File: src/rtl/ssp_pkg.sv
// Purpose: Shared constants and carrier types for the synchronous serial port
// Assumes: AXI4-Lite register access, 8-bit registers in the low byte of each word
// Notes: Byte addresses are word aligned; twelve registers in the frame

package ssp_pkg;

    // Register byte addresses inside the frame
    localparam logic [7:0] ADDR_CTRL = 8'h00;
    localparam logic [7:0] ADDR_CHARLEN = 8'h04;
    localparam logic [7:0] ADDR_BAUD = 8'h08;
    localparam logic [7:0] ADDR_STATUS = 8'h0c;
    localparam logic [7:0] ADDR_TXLO = 8'h10;
    localparam logic [7:0] ADDR_TXHI = 8'h14;
    localparam logic [7:0] ADDR_RXLO = 8'h18;
    localparam logic [7:0] ADDR_RXHI = 8'h1c;
    localparam logic [7:0] ADDR_FIFOTX = 8'h20;
    localparam logic [7:0] ADDR_FIFORX = 8'h24;
    localparam logic [7:0] ADDR_INTEN = 8'h28;
    localparam logic [7:0] ADDR_GPIO = 8'h2c;
    localparam logic [5:0] REG_COUNT = 6'h0c;

    // Control register fields
    localparam int CTRL_MASTER = 0;
    localparam int CTRL_TALK = 1;
    localparam int CTRL_POL = 2;
    localparam int CTRL_PHASE = 3;
    localparam int CTRL_ENABLE = 4;

    // Status register fields
    localparam int ST_RX_READY = 0;
    localparam int ST_OVERRUN = 1;
    localparam int ST_TX_FULL = 2;
    localparam int ST_BUSY = 3;

    // Interrupt enable fields
    localparam int IE_RX = 0;
    localparam int IE_TX = 1;

    // Reset values
    localparam logic [4:0] CTRL_RESET = 5'h00;
    localparam logic [3:0] CHARLEN_RESET = 4'h7;
    localparam logic [6:0] BAUD_RESET = 7'h7f;
    localparam logic FIFO_EN_RESET = 1'b0;
    localparam logic [1:0] INTEN_RESET = 2'h0;
    localparam logic [3:0] GPIO_OUT_RESET = 4'h0;
    localparam logic [3:0] GPIO_DIR_RESET = 4'h0;

    // Bit-rate divider: half period is max(baud, BAUD_MIN) + 1 cycles
    localparam logic [6:0] BAUD_MIN = 7'h03;

    // Queue depths: full FIFO or single buffer when bypassed
    localparam int FIFO_ENTRIES = 16;
    localparam logic [4:0] FIFO_DEPTH = 5'h10;
    localparam logic [4:0] SINGLE_DEPTH = 5'h01;

    // Pin indices on the four-wire link
    localparam int PIN_SCLK = 0;
    localparam int PIN_SIMO = 1;
    localparam int PIN_SOMI = 2;
    localparam int PIN_STE = 3;

    localparam logic [1:0] RESP_OKAY = 2'h0;
    localparam logic [1:0] RESP_SLVERR = 2'h2;

    typedef enum logic [1:0] {
        ENG_IDLE = 2'b01,
        ENG_SHIFT = 2'b10
    } ssp_eng_t;

    typedef struct packed {
        logic [7:0] awaddr;
        logic awvalid;
        logic [31:0] wdata;
        logic [3:0] wstrb;
        logic wvalid;
        logic bready;
        logic [7:0] araddr;
        logic arvalid;
        logic rready;
    } ssp_axi_req_t;

    typedef struct packed {
        logic awready;
        logic wready;
        logic bvalid;
        logic [1:0] bresp;
        logic arready;
        logic rvalid;
        logic [31:0] rdata;
        logic [1:0] rresp;
    } ssp_axi_rsp_t;

    typedef struct packed {
        logic [3:0] out;
        logic [3:0] oe;
    } ssp_pin_drv_t;

endpackage

File: src/rtl/ssp_port.sv
// Purpose: Synchronous serial port, master or slave, with 16-entry FIFOs and AXI4-Lite registers
// Assumes: sys_clk at 10 MHz, synchronous active-high reset, pins sampled through two flip-flops
// Notes: Pin index 0 clock, 1 slave-in/master-out, 2 slave-out/master-in, 3 slave transmit enable
//
// Function
// - Words of one to sixteen bits shift in and out together.
// - Master drives the serial clock and starts transfers; slave follows external clock.
// - Master bit rate selectable among 125 divider settings of the module clock.
// - Clock idle high, no phase: drive on falling edge, sample on rising.
// - Clock idle high, phase: drive half cycle early, sample on falling edge.
// - Clock idle low, no phase: drive on rising edge, sample on falling.
// - Clock idle low, phase: drive half cycle early, sample on rising edge.
// - Control bit 3 selects phase delay, moving both directions half a cycle earlier.
// - Data leaves on one clock edge and is captured on the opposite edge.
// - Full duplex; software can disable transmit while reception continues.
// - Sixteen-entry transmit and receive FIFOs sit between CPU and shift register.
// - FIFO enable bit selects FIFOs or single buffering for both directions.
// - Register reads return contents in low byte, zeros above.
// - Writes to the upper byte are ignored.
// - Twelve control and status registers in one frame.
// - Pollable flags and transmit/receive interrupt requests.
// - Slave drives its output only while selected by the transmit-enable line.
// - With the port disabled the four pins serve as general-purpose I/O.

`timescale 1ns/1ns

module ssp_port
    import ssp_pkg::*;
(
    input wire logic sys_clk,
    input wire logic sys_rst,
    input wire ssp_axi_req_t axiReq,
    output ssp_axi_rsp_t axiRsp,
    input wire logic [3:0] pinIn,
    output ssp_pin_drv_t pinDrv,
    output logic rxIntReq,
    output logic txIntReq
);

    logic [4:0] ctrlReg;
    logic [3:0] charLenReg;
    logic [6:0] baudReg;
    logic fifoEnReg;
    logic [1:0] intEnReg;
    logic [3:0] gpioOutReg;
    logic [3:0] gpioDirReg;
    logic [7:0] txHiReg;
    logic [7:0] rxHiReg;
    logic overrunReg;

    logic [3:0] pinMeta;
    logic [3:0] pinSync;
    logic sclkPrev;

    logic awHeld;
    logic wHeld;
    logic [7:0] awAddrReg;
    logic [7:0] wDataReg;
    logic wLaneReg;
    logic [7:0] readByte;
    logic readMapped;

    logic [15:0] txMem [FIFO_ENTRIES];
    logic [15:0] rxMem [FIFO_ENTRIES];
    logic [3:0] txWr;
    logic [3:0] txRd;
    logic [4:0] txCnt;
    logic [3:0] rxWr;
    logic [3:0] rxRd;
    logic [4:0] rxCnt;

    ssp_eng_t engState;
    logic [4:0] edgeCnt;
    logic [15:0] txShift;
    logic [15:0] rxShift;
    logic doutReg;
    logic sclkOutReg;
    logic [6:0] divCnt;

    // Control decode
    logic enabled;
    logic isMaster;
    logic talk;
    logic pol;
    logic phase;
    assign enabled = ctrlReg[CTRL_ENABLE];
    assign isMaster = ctrlReg[CTRL_MASTER];
    assign talk = ctrlReg[CTRL_TALK];
    assign pol = ctrlReg[CTRL_POL];
    assign phase = ctrlReg[CTRL_PHASE];

    logic slaveSelected;
    assign slaveSelected = enabled & ~isMaster & ~pinSync[PIN_STE];

    // Bus handshake decode
    logic wrFire;
    logic wrEn;
    logic rdFire;
    logic awMapped;
    assign wrFire = awHeld & wHeld & ~axiRsp.bvalid;
    assign wrEn = wrFire & wLaneReg;
    assign rdFire = axiReq.arvalid & axiRsp.arready;
    assign awMapped = (awAddrReg[1:0] == 2'h0) && (awAddrReg[7:2] < REG_COUNT);

    // Queue levels; bypass shrinks both queues to one entry
    logic [4:0] fifoLimit;
    logic txFull;
    logic rxFull;
    logic txAvail;
    logic rxAvail;
    assign fifoLimit = fifoEnReg ? FIFO_DEPTH : SINGLE_DEPTH;
    assign txFull = txCnt >= fifoLimit;
    assign rxFull = rxCnt >= fifoLimit;
    assign txAvail = txCnt != 5'h00;
    assign rxAvail = rxCnt != 5'h00;

    // Shift engine events
    logic [6:0] halfDiv;
    logic divTick;
    logic ev;
    logic isLead;
    logic lastEdge;
    logic sampleEv;
    logic driveEv;
    logic din;
    logic [15:0] rxNext;
    logic [15:0] rxWord;
    logic startMaster;
    logic startSlave;
    logic txPop;
    logic [15:0] loadWord;
    logic rxPush;
    logic rxPop;
    logic txPush;

    assign halfDiv = (baudReg < BAUD_MIN) ? BAUD_MIN : baudReg;
    assign divTick = (engState == ENG_SHIFT) && isMaster && (divCnt >= halfDiv);
    // Slave counts edges only while selected; clock ignored otherwise
    assign ev = isMaster ? divTick
        : (engState == ENG_SHIFT) & slaveSelected & (pinSync[PIN_SCLK] ^ sclkPrev);
    assign isLead = ~edgeCnt[0];
    assign lastEdge = edgeCnt == {charLenReg, 1'b1};
    // Phase moves both directions half a cycle earlier
    assign sampleEv = ev & (phase ? isLead : ~isLead);
    assign driveEv = ev & (phase ? (~isLead & ~lastEdge) : isLead);
    assign din = isMaster ? pinSync[PIN_SOMI] : pinSync[PIN_SIMO];
    assign rxNext = sampleEv ? {rxShift[14:0], din} : rxShift;
    assign rxWord = rxNext & (16'hffff >> (4'hf - charLenReg));

    assign startMaster = enabled & isMaster & (engState == ENG_IDLE) & txAvail;
    assign startSlave = slaveSelected & (engState == ENG_IDLE);
    assign txPop = (startMaster | startSlave) & txAvail;
    // Slave with an empty queue answers with zeros
    assign loadWord = (txAvail ? txMem[txRd] : 16'h0000) << (4'hf - charLenReg);
    assign rxPush = ev & lastEdge;
    assign rxPop = rdFire & (axiReq.araddr == ADDR_RXLO) & rxAvail;
    assign txPush = wrEn & (awAddrReg == ADDR_TXLO) & ~txFull;

    // Two flip-flops ahead of any logic on every pin input
    always_ff @(posedge sys_clk) begin
        if (sys_rst) begin
            pinMeta <= 4'h0;
            pinSync <= 4'h0;
            sclkPrev <= 1'b0;
        end else begin
            pinMeta <= pinIn;
            pinSync <= pinMeta;
            sclkPrev <= pinSync[PIN_SCLK];
        end
    end

    // Write address and data channels, taken in either order
    always_ff @(posedge sys_clk) begin
        if (sys_rst) begin
            axiRsp.awready <= 1'b1;
            axiRsp.wready <= 1'b1;
            axiRsp.bvalid <= 1'b0;
            axiRsp.bresp <= RESP_OKAY;
            awHeld <= 1'b0;
            wHeld <= 1'b0;
            awAddrReg <= 8'h00;
            wDataReg <= 8'h00;
            wLaneReg <= 1'b0;
        end else begin
            if (axiReq.awvalid & axiRsp.awready) begin
                awAddrReg <= axiReq.awaddr;
                awHeld <= 1'b1;
                axiRsp.awready <= 1'b0;
            end
            if (axiReq.wvalid & axiRsp.wready) begin
                wDataReg <= axiReq.wdata[7:0];
                wLaneReg <= axiReq.wstrb[0];
                wHeld <= 1'b1;
                axiRsp.wready <= 1'b0;
            end
            if (wrFire) begin
                axiRsp.bvalid <= 1'b1;
                axiRsp.bresp <= awMapped ? RESP_OKAY : RESP_SLVERR;
                awHeld <= 1'b0;
                wHeld <= 1'b0;
            end
            if (axiRsp.bvalid & axiReq.bready) begin
                axiRsp.bvalid <= 1'b0;
                axiRsp.awready <= 1'b1;
                axiRsp.wready <= 1'b1;
            end
        end
    end

    // Read data selection
    always_comb begin
        readByte = 8'h00;
        readMapped = 1'b1;
        unique case (axiReq.araddr)
            ADDR_CTRL: readByte = {3'h0, ctrlReg};
            ADDR_CHARLEN: readByte = {4'h0, charLenReg};
            ADDR_BAUD: readByte = {1'b0, baudReg};
            ADDR_STATUS: begin
                readByte[ST_RX_READY] = rxAvail;
                readByte[ST_OVERRUN] = overrunReg;
                readByte[ST_TX_FULL] = txFull;
                readByte[ST_BUSY] = engState == ENG_SHIFT;
            end
            ADDR_TXLO: readByte = 8'h00;
            ADDR_TXHI: readByte = txHiReg;
            ADDR_RXLO: readByte = rxAvail ? rxMem[rxRd][7:0] : 8'h00;
            ADDR_RXHI: readByte = rxHiReg;
            ADDR_FIFOTX: readByte = {2'h0, txCnt, fifoEnReg};
            ADDR_FIFORX: readByte = {3'h0, rxCnt};
            ADDR_INTEN: readByte = {pinSync, 2'h0, intEnReg};
            ADDR_GPIO: readByte = {gpioDirReg, gpioOutReg};
            default: readMapped = 1'b0;
        endcase
    end

    always_ff @(posedge sys_clk) begin
        if (sys_rst) begin
            axiRsp.arready <= 1'b1;
            axiRsp.rvalid <= 1'b0;
            axiRsp.rdata <= 32'h00000000;
            axiRsp.rresp <= RESP_OKAY;
        end else begin
            if (rdFire) begin
                axiRsp.rvalid <= 1'b1;
                axiRsp.rdata <= {24'h000000, readByte};
                axiRsp.rresp <= readMapped ? RESP_OKAY : RESP_SLVERR;
                axiRsp.arready <= 1'b0;
            end
            if (axiRsp.rvalid & axiReq.rready) begin
                axiRsp.rvalid <= 1'b0;
                axiRsp.arready <= 1'b1;
            end
        end
    end

    // Software-written configuration
    always_ff @(posedge sys_clk) begin
        if (sys_rst) begin
            ctrlReg <= CTRL_RESET;
            charLenReg <= CHARLEN_RESET;
            baudReg <= BAUD_RESET;
            fifoEnReg <= FIFO_EN_RESET;
            intEnReg <= INTEN_RESET;
            gpioOutReg <= GPIO_OUT_RESET;
            gpioDirReg <= GPIO_DIR_RESET;
            txHiReg <= 8'h00;
        end else if (wrEn) begin
            unique case (awAddrReg)
                ADDR_CTRL: ctrlReg <= wDataReg[4:0];
                ADDR_CHARLEN: charLenReg <= wDataReg[3:0];
                ADDR_BAUD: baudReg <= wDataReg[6:0];
                ADDR_TXHI: txHiReg <= wDataReg;
                ADDR_FIFOTX: fifoEnReg <= wDataReg[0];
                ADDR_INTEN: intEnReg <= wDataReg[1:0];
                ADDR_GPIO: begin
                    gpioOutReg <= wDataReg[3:0];
                    gpioDirReg <= wDataReg[7:4];
                end
                default: ;
            endcase
        end
    end

    // Overrun: a new word arriving in the clearing cycle still sets it
    always_ff @(posedge sys_clk) begin
        if (sys_rst) begin
            overrunReg <= 1'b0;
        end else if (rxPush & rxFull) begin
            overrunReg <= 1'b1;
        end else if (wrEn && awAddrReg == ADDR_STATUS && wDataReg[ST_OVERRUN]) begin
            overrunReg <= 1'b0;
        end
    end

    // Transmit queue; a write to the low byte commits the staged high byte
    always_ff @(posedge sys_clk) begin
        if (sys_rst) begin
            txWr <= 4'h0;
            txRd <= 4'h0;
            txCnt <= 5'h00;
        end else begin
            if (txPush) begin
                txMem[txWr] <= {txHiReg, wDataReg};
                txWr <= txWr + 4'h1;
            end
            if (txPop) begin
                txRd <= txRd + 4'h1;
            end
            unique case ({txPush, txPop})
                2'b10: txCnt <= txCnt + 5'h01;
                2'b01: txCnt <= txCnt - 5'h01;
                default: ;
            endcase
        end
    end

    // Receive queue; reading the low byte pops and holds the high byte
    always_ff @(posedge sys_clk) begin
        if (sys_rst) begin
            rxWr <= 4'h0;
            rxRd <= 4'h0;
            rxCnt <= 5'h00;
            rxHiReg <= 8'h00;
        end else begin
            if (rxPush & ~rxFull) begin
                rxMem[rxWr] <= rxWord;
                rxWr <= rxWr + 4'h1;
            end
            if (rxPop) begin
                rxHiReg <= rxMem[rxRd][15:8];
                rxRd <= rxRd + 4'h1;
            end
            unique case ({rxPush & ~rxFull, rxPop})
                2'b10: rxCnt <= rxCnt + 5'h01;
                2'b01: rxCnt <= rxCnt - 5'h01;
                default: ;
            endcase
        end
    end

    // Half-period divider; runs only while a master transfer is active
    always_ff @(posedge sys_clk) begin
        if (sys_rst) begin
            divCnt <= 7'h00;
        end else if (engState != ENG_SHIFT || !isMaster || divTick) begin
            divCnt <= 7'h00;
        end else begin
            divCnt <= divCnt + 7'h01;
        end
    end

    // Shift engine shared by master and slave
    always_ff @(posedge sys_clk) begin
        if (sys_rst) begin
            engState <= ENG_IDLE;
            edgeCnt <= 5'h00;
            txShift <= 16'h0000;
            rxShift <= 16'h0000;
            doutReg <= 1'b0;
            sclkOutReg <= 1'b0;
        end else if (!enabled) begin
            engState <= ENG_IDLE;
            edgeCnt <= 5'h00;
            sclkOutReg <= pol;
        end else begin
            unique case (engState)
                ENG_IDLE: begin
                    sclkOutReg <= pol;
                    edgeCnt <= 5'h00;
                    if (startMaster | startSlave) begin
                        engState <= ENG_SHIFT;
                        if (phase) begin
                            // First bit leads the first clock edge by half a cycle
                            doutReg <= loadWord[15];
                            txShift <= {loadWord[14:0], 1'b0};
                        end else begin
                            txShift <= loadWord;
                        end
                    end
                end
                ENG_SHIFT: begin
                    if (!isMaster && !slaveSelected) begin
                        // Deselect mid-word discards the partial word
                        engState <= ENG_IDLE;
                    end else if (ev) begin
                        edgeCnt <= edgeCnt + 5'h01;
                        if (isMaster) begin
                            sclkOutReg <= ~sclkOutReg;
                        end
                        if (sampleEv) begin
                            rxShift <= rxNext;
                        end
                        if (driveEv) begin
                            doutReg <= txShift[15];
                            txShift <= {txShift[14:0], 1'b0};
                        end
                        if (lastEdge) begin
                            engState <= ENG_IDLE;
                        end
                    end
                end
                default: engState <= ENG_IDLE;
            endcase
        end
    end

    // Pin drivers, registered; disabled port hands pins to GPIO
    always_ff @(posedge sys_clk) begin
        if (sys_rst) begin
            pinDrv.out <= 4'h0;
            pinDrv.oe <= 4'h0;
        end else if (!enabled) begin
            pinDrv.out <= gpioOutReg;
            pinDrv.oe <= gpioDirReg;
        end else if (isMaster) begin
            pinDrv.out[PIN_SCLK] <= sclkOutReg;
            pinDrv.oe[PIN_SCLK] <= 1'b1;
            pinDrv.out[PIN_SIMO] <= doutReg;
            pinDrv.oe[PIN_SIMO] <= talk;
            pinDrv.out[PIN_SOMI] <= 1'b0;
            pinDrv.oe[PIN_SOMI] <= 1'b0;
            pinDrv.out[PIN_STE] <= engState != ENG_SHIFT;
            pinDrv.oe[PIN_STE] <= 1'b1;
        end else begin
            pinDrv.out <= 4'h0;
            pinDrv.oe <= 4'h0;
            pinDrv.out[PIN_SOMI] <= doutReg;
            pinDrv.oe[PIN_SOMI] <= talk & slaveSelected;
        end
    end

    // Level interrupt requests for the CPU
    always_ff @(posedge sys_clk) begin
        if (sys_rst) begin
            rxIntReq <= 1'b0;
            txIntReq <= 1'b0;
        end else begin
            rxIntReq <= intEnReg[IE_RX] & (rxAvail | overrunReg);
            txIntReq <= intEnReg[IE_TX] & ~txFull;
        end
    end

endmodule

File: config.mk
export PLATFORM = sky130hd
export DESIGN_NAME = ssp_port
export DESIGN_NICKNAME = d
export VERILOG_FILES = /design/src/rtl/ssp_pkg.sv /design/src/rtl/ssp_port.sv
export SDC_FILE = /design/constraint.sdc
export NUM_CORES = 1
export LEC_CHECK = 0
export ABC_AREA = 1
export BUFFER_PORTS_ARGS = -buffer_cell sky130_fd_sc_hd__buf_2
export CAP_MARGIN = 40
export CORE_UTILIZATION = 40
export CTS_BUF_LIST = sky130_fd_sc_hd__clkbuf_4 sky130_fd_sc_hd__clkbuf_8
export CTS_CLUSTER_SIZE = 16
export DETAILED_ROUTE_END_ITERATION = 10
export PLACE_DENSITY_LB_ADDON = 0.12
export SYNTH_ARGS = -nofsm -noshare
export SYNTH_HDL_FRONTEND = slang
export SYNTH_SLANG_ARGS = --single-unit
File: constraint.sdc
create_clock -name sys_clk -period 4.8 [get_ports sys_clk]
set_clock_uncertainty 0.15 [all_clocks]
set_input_delay 0.48 -clock sys_clk [delete_from_list [all_inputs] [get_ports sys_clk]]
set_output_delay 0.48 -clock sys_clk [all_outputs]
set_load 0.01 [all_outputs]
* Word level (Yosys, flattened, before mapping)
Memories as Yosys holds them, arrays and structs flattened. A register that Yosys moved wholly into a read port is not among the register bits. Cells that the tools add are included.
Cells by class: add/sub/neg operators 11, eq/ne operators 38, mux-type cells 55, magnitude comparators 5, bitwise gates (word level) 44, shift operators 2, reductions and logical operators 38
Operators with widths (count):
- $mux 16 | 7
- $eq 8x6->1 const B | 7
- $eq 8x5->1 const B | 6
- $pmux 4 s11 | 1
- $pmux 4 s9 | 1
- $eq 8x4->1 const B | 4
- $pmux 16 s2 | 1
- $and 1x1->1 | 30
- $pmux 5 s2 | 3
- $mux 8 | 3
- $mux 1 | 22
- $add 4x1->4 const B | 4
- $and 16x16->16 | 1
- $eq 8x3->1 const B | 2
- $logic_not 8->1 | 2
- $mux 4 | 4
- $shl 16x4->16 | 1
- $shr 16x4->16 const A | 1
- $add 5x1->5 const B | 3
- $mux 5 | 3
- $reduce_and 2->1 | 7
- $mux 2 | 6
- $reduce_or 12->1 | 1
- $ge 5x5->1 | 2
- other kinds (32) | 71
Storage, ports and cells: memories kept 2, word-level logic and storage cells 238, bits in writable memories 512, register bits 173, output and inout bits 51, input bits 63
Memories:
- rxMem | words 16, width 16, read ports 1, clocked after memory_dff 1, wr ports 1, line ssp_port.sv:64 | logic [15:0] rxMem [FIFO_ENTRIES];
- txMem | words 16, width 16, read ports 1, clocked after memory_dff 1, wr ports 1, line ssp_port.sv:63 | logic [15:0] txMem [FIFO_ENTRIES];

* Logic depth before layout (Yosys ltp)
depth after elaboration 11, gate-level depth with buffers 23, gate-level depth less buffers 23

* Worst setup path before layout
Ideal clock, no wire load.
path type register to register, start register baudReg[6], end memory rxMem[7][0] (enable), arrival time 3.655 ns, cell stages (with the launch flop) 17, data required time 4.220 ns, slack 0.565 ns, path buffers 0, period minus slack after synthesis 4.235 ns, setup time 0.430 ns, cell sequence dfxtp_1 nor4_1 o211ai_1 inv_1 nor2_1 ha_1 nand2_1 o21ai_0 nand4_1 nand3_1 nand2_1 nand2_1 and2_1 nand2_1 inv_1 nand2_1 nor4_1
On the way: word-level cells in the longest chain between the ends 10
RTL lines:
- start, declared | line ssp_port.sv:42 | logic [6:0] baudReg;
- start signal, assigned | line ssp_port.sv:271 | ADDR_BAUD: baudReg <= wDataReg[6:0];
- $lt 7x2->1 | line ssp_port.sv:136 | assign halfDiv = (baudReg < BAUD_MIN) ? BAUD_MIN : baudReg;
- $mux 7 * | line ssp_port.sv:136
- $ge 7x7->1 * | line ssp_port.sv:137 | assign divTick = (engState == ENG_SHIFT) && isMaster && (divCnt >= halfDiv);
- $logic_and 1x1->1 * | line ssp_port.sv:137
- $mux 1 * | line ssp_port.sv:139 | assign ev = isMaster ? divTick
- $and 1x1->1 * | line ssp_port.sv:155 | assign rxPush = ev & lastEdge;
- $and 1x1->1 * | line ssp_port.sv:325 | if (rxPush & ~rxFull) begin
- $mux 1 * | line ssp_port.sv:325
- $mux 1 * | line ssp_port.sv:319 | if (sys_rst) begin
- $mux 1 (not written as such) * | line ssp_port.sv:326 | rxMem[rxWr] <= rxWord;
- end, declared | line ssp_port.sv:64
Mark *: on every way between the ends. The rest lies on a longest branch, timed or not.

* Worst setup path in the final report
start register baudReg[3], end register rxCnt[4]
On the way: word-level cells in the longest chain between the ends 9, elaborated cells on any way between the ends 11, classes of those cells order compare (2); eq/ne (2); mux (3); bitwise (2); reduce/logical (2)
RTL lines:
- $lt 7x2->1 | line ssp_port.sv:136
- $mux 7 * | line ssp_port.sv:136
- $ge 7x7->1 * | line ssp_port.sv:137
- $logic_and 1x1->1 * | line ssp_port.sv:137
- $mux 1 * | line ssp_port.sv:139
- $and 1x1->1 * | line ssp_port.sv:155
- $and 1x1->1 * | line ssp_port.sv:333 | unique case ({rxPush & ~rxFull, rxPop})
- $eq 2x1->1 / $eq 2x2->1 (equally long branches) | line ssp_port.sv:333
- $pmux 5 s2 / $reduce_bool 2->1 (equally long branches)
- end signal, assigned | line ssp_port.sv:334 | 2'b10: rxCnt <= rxCnt + 5'h01;
- end signal, assigned | line ssp_port.sv:335 | 2'b01: rxCnt <= rxCnt - 5'h01;
- end, declared | line ssp_port.sv:70 | logic [4:0] rxCnt;
Marks and branches as above. A chain may end at the register's enable or synchronous reset.

==> impl_summary.md <==
Synth
By area the synthesized netlist is led by sky130_fd_sc_hd__edfxtp_1, sky130_fd_sc_hd__dfxtp_1, sky130_fd_sc_hd__nand2_1, sky130_fd_sc_hd__nand3_1, sky130_fd_sc_hd__nor2_1. Counting distinct cell types in the post-synthesis netlist gives 58. A synthesized cell averages 10.3 um2. The most common flop cell mapped by yosys is sky130_fd_sc_hd__edfxtp_1. The portion of synthesized cell area occupied by the leading cell type is 0.519. The Yosys warning count is 0.

The number of synthesized register bits is 691. In this run the cell area of the synthesized design comes to 0.0296 mm2. The synthesized design spends more area on one cell type than any other, namely sky130_fd_sc_hd__edfxtp_1. The number of synthesized flops with an enable pin is 512. After technology mapping, the gate count stands at 2872.

Counting flops with an async set or reset pin after synthesis yields a share of 0. Of the synthesized area, sequential elements account for 0.641.

Critical path
Measured in cells, the most critical reg-to-reg path has a length of 22. The kind of cell with the highest combined delay along the critical path is simple AND/OR/NAND/NOR gates. The number of cells on the critical path is 22.

The worst register-to-register path begins at baudReg[3]. The kind of end point of the critical path is a flop. The critical path buffer and inverter count is 1. The cell that appears most often on the critical path is sky130_fd_sc_hd__nand2_1. The slowest stage of the critical path belongs to the cell sky130_fd_sc_hd__ha_1. The signal on the critical path passes through nor4_1, o211ai_1, inv_1, nor2_1, ha_1, nand2_1, nor3_1, nand3_1, nand3_1, nand2_1, nand2_1, and2_1, nand2_1, ha_1, ha_1, nand2_1, nand2_1, a31oi_1, nor2_1, nor3_1, o21ai_0, a21oi_1.

The worst-path maximum fanout is 6. For the worst setup path, the data required time is 5.30 ns. The critical path class is flop to flop. The worst stage delay on the critical path is 0.35 ns.

The slack of the worst reg-to-reg path is 0.77 ns. The launching element type of the critical path is a flop. The worst register-to-register path ends at rxCnt[4]. The arrival time at the worst endpoint is 4.53 ns.

Global route
The pin count of the biggest net entering global routing is 100. The initial antenna violation count is 1. In the global route stage, met2 resource usage came out at 0.350. The met3 track demand over resource in global routing is 0.0335. The met1 usage is 0.304. The number of global-route vias before repair was 20935. The layer with the highest usage is met2.

The first-pass GRT wire length is 125000 um. For this run the aggregate overflow at the end of global routing stands at 0. The total track usage is 0.220.

Floorplanning
The region available for standard cell placement spans 0.0731 mm2. The floorplan has 99 rows. The vertical die dimension is 274 um. The floorplan step defined a die boundary enclosing 0.0751 mm2. From left edge to right edge, the die measures 274 um. The initial utilization of the core area, before any placement, comes to 0.405. Pin placement for this block handled 114 I/O pins.

Detailed routing
The final layout contains routed wiring with a total length of 81900 um. The via total after detailed routing is 21525. The detail route stage leaves a number of antenna-violating nets equal to 0. The routed wire length per instance is 20.3 um. The detailed-route DRC error count is 17. The total iterations of the first detailed-routing run is 8. Using the TritonRoute via totals, the vias-per-cell ratio works out to 5.32.

After the first detailed-routing iteration, the DRC count stood at 1823.

Hold path
The worst hold path passes through 2 cells. The path with the worst hold slack has its endpoint at wLaneReg. The type of the most critical hold path is input port to flop. The startpoint identified for the worst hold timing path is sys_rst.

STA
The number of failing setup endpoints in the final timing report is 0. The worst max-slew margin expressed relative to the limit is 0.394. The routed design could run at a clock period as short as 4.03 ns. The maximum operating frequency is 248 MHz.

The pin slew with the least headroom to its limit is 0.907 ns. The number of pins with negative max-slew slack in the final report is 0. Setup repair after global routing left no endpoint under its margin.

The share of the cycle needed by the critical path after routing is 0.839. The total negative slack for setup checks is 0 ns. The final hold violation count is 0.

Flow run
The tool flagged a number of max-cap violations equal to 0.

Final layout
The signed area change from the synthesized netlist to the final layout is 14.2%. The core occupancy in the finished layout is 0.462. The net count of the finished layout is 3108.

After routing the design area is 0.0338 mm2. In the final layout, the multi-input gates occupy 0.00918 mm2. The most common cell after layout, fill and taps aside is sky130_fd_sc_hd__nand2_1. The top cell types in the final layout, fill and taps aside, are sky130_fd_sc_hd__nand2_1, sky130_fd_sc_hd__edfxtp_1, sky130_fd_sc_hd__nor2_1.

Counting the fill cells in the layout gives 6809. The total area of sequential cells is 0.0190 mm2. The proportion of layout cells with a drive suffix above 1 is 0.125.

Placed design
Detailed placement finished with a half-perimeter wire length of 50500 um. The congestion estimate from routability-driven global placement came to 0.913. During placement, the flow inserted port buffers numbering 60. Once placement finished, the instance area stood at 0.0313 mm2.

Clock tree
The hold-fix buffer count after cts is 24. The clock net in this run drives a total of 691 sinks. At the later pin of the worst-skew pair, clock insertion delay measures 0.75 ns. The number of setup buffers added after CTS is 0. The worst-case clock buffer depth is 3.

After clock tree synthesis, the clock-pin slew on the worst setup and hold paths is 0.06 ns. The number of levels the H-tree was split into is 3. Gates resized during post-CTS repair numbered 0. The number of buffers created by CTS is 114. The TritonCTS clock tree is yes.

The cell at the root of the clock tree is sky130_fd_sc_hd__clkbuf_8.

Pwr
The worst-case IR drop observed on VDD is 0.309 mV. The total power divided by cell area is 344 mW/mm2. The static leakage is 12.2 nW.

Run status
The final reports fail on DRC. The run finished, with violations left.
-- through the flow --
| stage | total power (W) | cells | setup WS, ns | hold slack [ns] |
|---|---|---|---|---|
| floorplan | 0.00664 | 2897 | 0.565 | 0.238 |
| global placement | 0.00669 | 3818 | 0.755 | 0.240 |
| detailed placement | 0.00669 | 3829 | 0.832 | 0.248 |
| CTS | 0.0118 | 4042 | 0.770 | 0.0298 |
| global route | 0.0120 | 4043 | 0.315 | 0.0724 |
| finish | 0.0116 | 4043 | 0.772 | 0.0807 |
-- where the power goes --
group	leakage (nW)	total, W	internal [W]	switching, W
logic	5.31	0.000159	0.0000506	0.000109
registers	5.74	0.00643	0.00638	0.0000458
clock network	1.18	0.00504	0.00273	0.00232
-- routing by layer --
metal,vias to the layer above,share of wire,routed length (um)
met3,140,0.058,4770
met2,638,0.46,37800
met5,-,0,0
met4,0,0.027,2230
met1,10497,0.45,37100
li1,10250,-,-
-- worst register-to-register path: stages, from the launching register on --
cell and delay, ns:
sky130_fd_sc_hd__dfxtp_1 0.34, sky130_fd_sc_hd__nor4_1 0.26, sky130_fd_sc_hd__o211ai_1 0.15, sky130_fd_sc_hd__inv_1 0.08
sky130_fd_sc_hd__nor2_1 0.04, sky130_fd_sc_hd__ha_1 0.27, sky130_fd_sc_hd__nand2_1 0.06, sky130_fd_sc_hd__nor3_1 0.14
sky130_fd_sc_hd__nand3_1 0.10, sky130_fd_sc_hd__nand3_1 0.16, sky130_fd_sc_hd__nand2_1 0.17, sky130_fd_sc_hd__nand2_1 0.16
sky130_fd_sc_hd__and2_1 0.17, sky130_fd_sc_hd__nand2_1 0.21, sky130_fd_sc_hd__ha_1 0.34, sky130_fd_sc_hd__ha_1 0.35
sky130_fd_sc_hd__nand2_1 0.07, sky130_fd_sc_hd__nand2_1 0.05, sky130_fd_sc_hd__a31oi_1 0.17, sky130_fd_sc_hd__nor2_1 0.06
sky130_fd_sc_hd__nor3_1 0.21, sky130_fd_sc_hd__o21ai_0 0.10, sky130_fd_sc_hd__a21oi_1 0.14
-- sequential cells by signal (all words and copies together), names as in the netlist, 7 cells and up, named ones only --
register,count
awAddrReg,8
axiRsp,15
baudReg,7
divCnt,7
pinDrv,8
rxHiReg,8
rxMem,256
rxShift,16
txHiReg,8
txMem,256
txShift,16
wDataReg,8
-- cell type report --
class,count,area share
Sequential cell,691,0.561
Multi-Input combinational cell,1813,0.272
Clock buffer,162,0.0593
Timing Repair Buffer,174,0.0418
Tap cell,959,0.0355
Inverter,216,0.0242
Clock inverter,27,0.00585
Antenna cell,1,0.0000741
-- how the worst max path moves through the flow --
stage / start / to / slack (ns)
after global placement: baudReg[3] / rxCnt[4] / 0.76
after CTS: baudReg[3] / rxCnt[4] / 0.77
after global routing: baudReg[3] / rxCnt[4] / 0.32
final: baudReg[3] / rxCnt[4] / 0.77
after detailed placement: baudReg[3] / rxCnt[4] / 0.83
after floorplan: baudReg[6] / rxMem[7][0] / 0.56
-- synthesized netlist by cell type, types with 4 or more instances --
cell and n:
sky130_fd_sc_hd__o21a_1 4, sky130_fd_sc_hd__a21oi_1 141, sky130_fd_sc_hd__nand3_1 252, sky130_fd_sc_hd__a211oi_1 13, sky130_fd_sc_hd__nor3_1 26, sky130_fd_sc_hd__nand4_1 9
sky130_fd_sc_hd__o2111ai_1 7, sky130_fd_sc_hd__o32ai_1 20, sky130_fd_sc_hd__mux2i_1 45, sky130_fd_sc_hd__xor2_1 4, sky130_fd_sc_hd__o31ai_1 4, sky130_fd_sc_hd__o21ai_0 184
sky130_fd_sc_hd__buf_4 29, sky130_fd_sc_hd__edfxtp_1 512, sky130_fd_sc_hd__nor3b_1 4, sky130_fd_sc_hd__xnor2_1 5, sky130_fd_sc_hd__o22ai_1 4, sky130_fd_sc_hd__o221ai_1 47
sky130_fd_sc_hd__inv_1 208, sky130_fd_sc_hd__dfxtp_1 179, sky130_fd_sc_hd__buf_1 15, sky130_fd_sc_hd__or2_2 4, sky130_fd_sc_hd__o211ai_1 54, sky130_fd_sc_hd__buf_2 37
sky130_fd_sc_hd__nor2_1 334, sky130_fd_sc_hd__ha_1 33, sky130_fd_sc_hd__nand2_1 550, sky130_fd_sc_hd__clkbuf_1 95, sky130_fd_sc_hd__o21ai_1 6
-- kinds of logic after synthesis --
| family | Yosys count | synth area share |
|---|---|---|
| flip-flops | 691 | 0.641 |
| XOR/XNOR | 9 | 0.00266 |
| buffers and inverters | 393 | 0.0555 |
| other | 1 | 0.000127 |
| multiplexers | 45 | 0.0152 |
| adder cells (fa/ha/maj) | 35 | 0.0153 |
| AO/OA/AOI/OAI | 499 | 0.102 |
| AND/OR/NAND/NOR | 1199 | 0.169 |
Note: power is estimated with default switching activity, not from simulation.
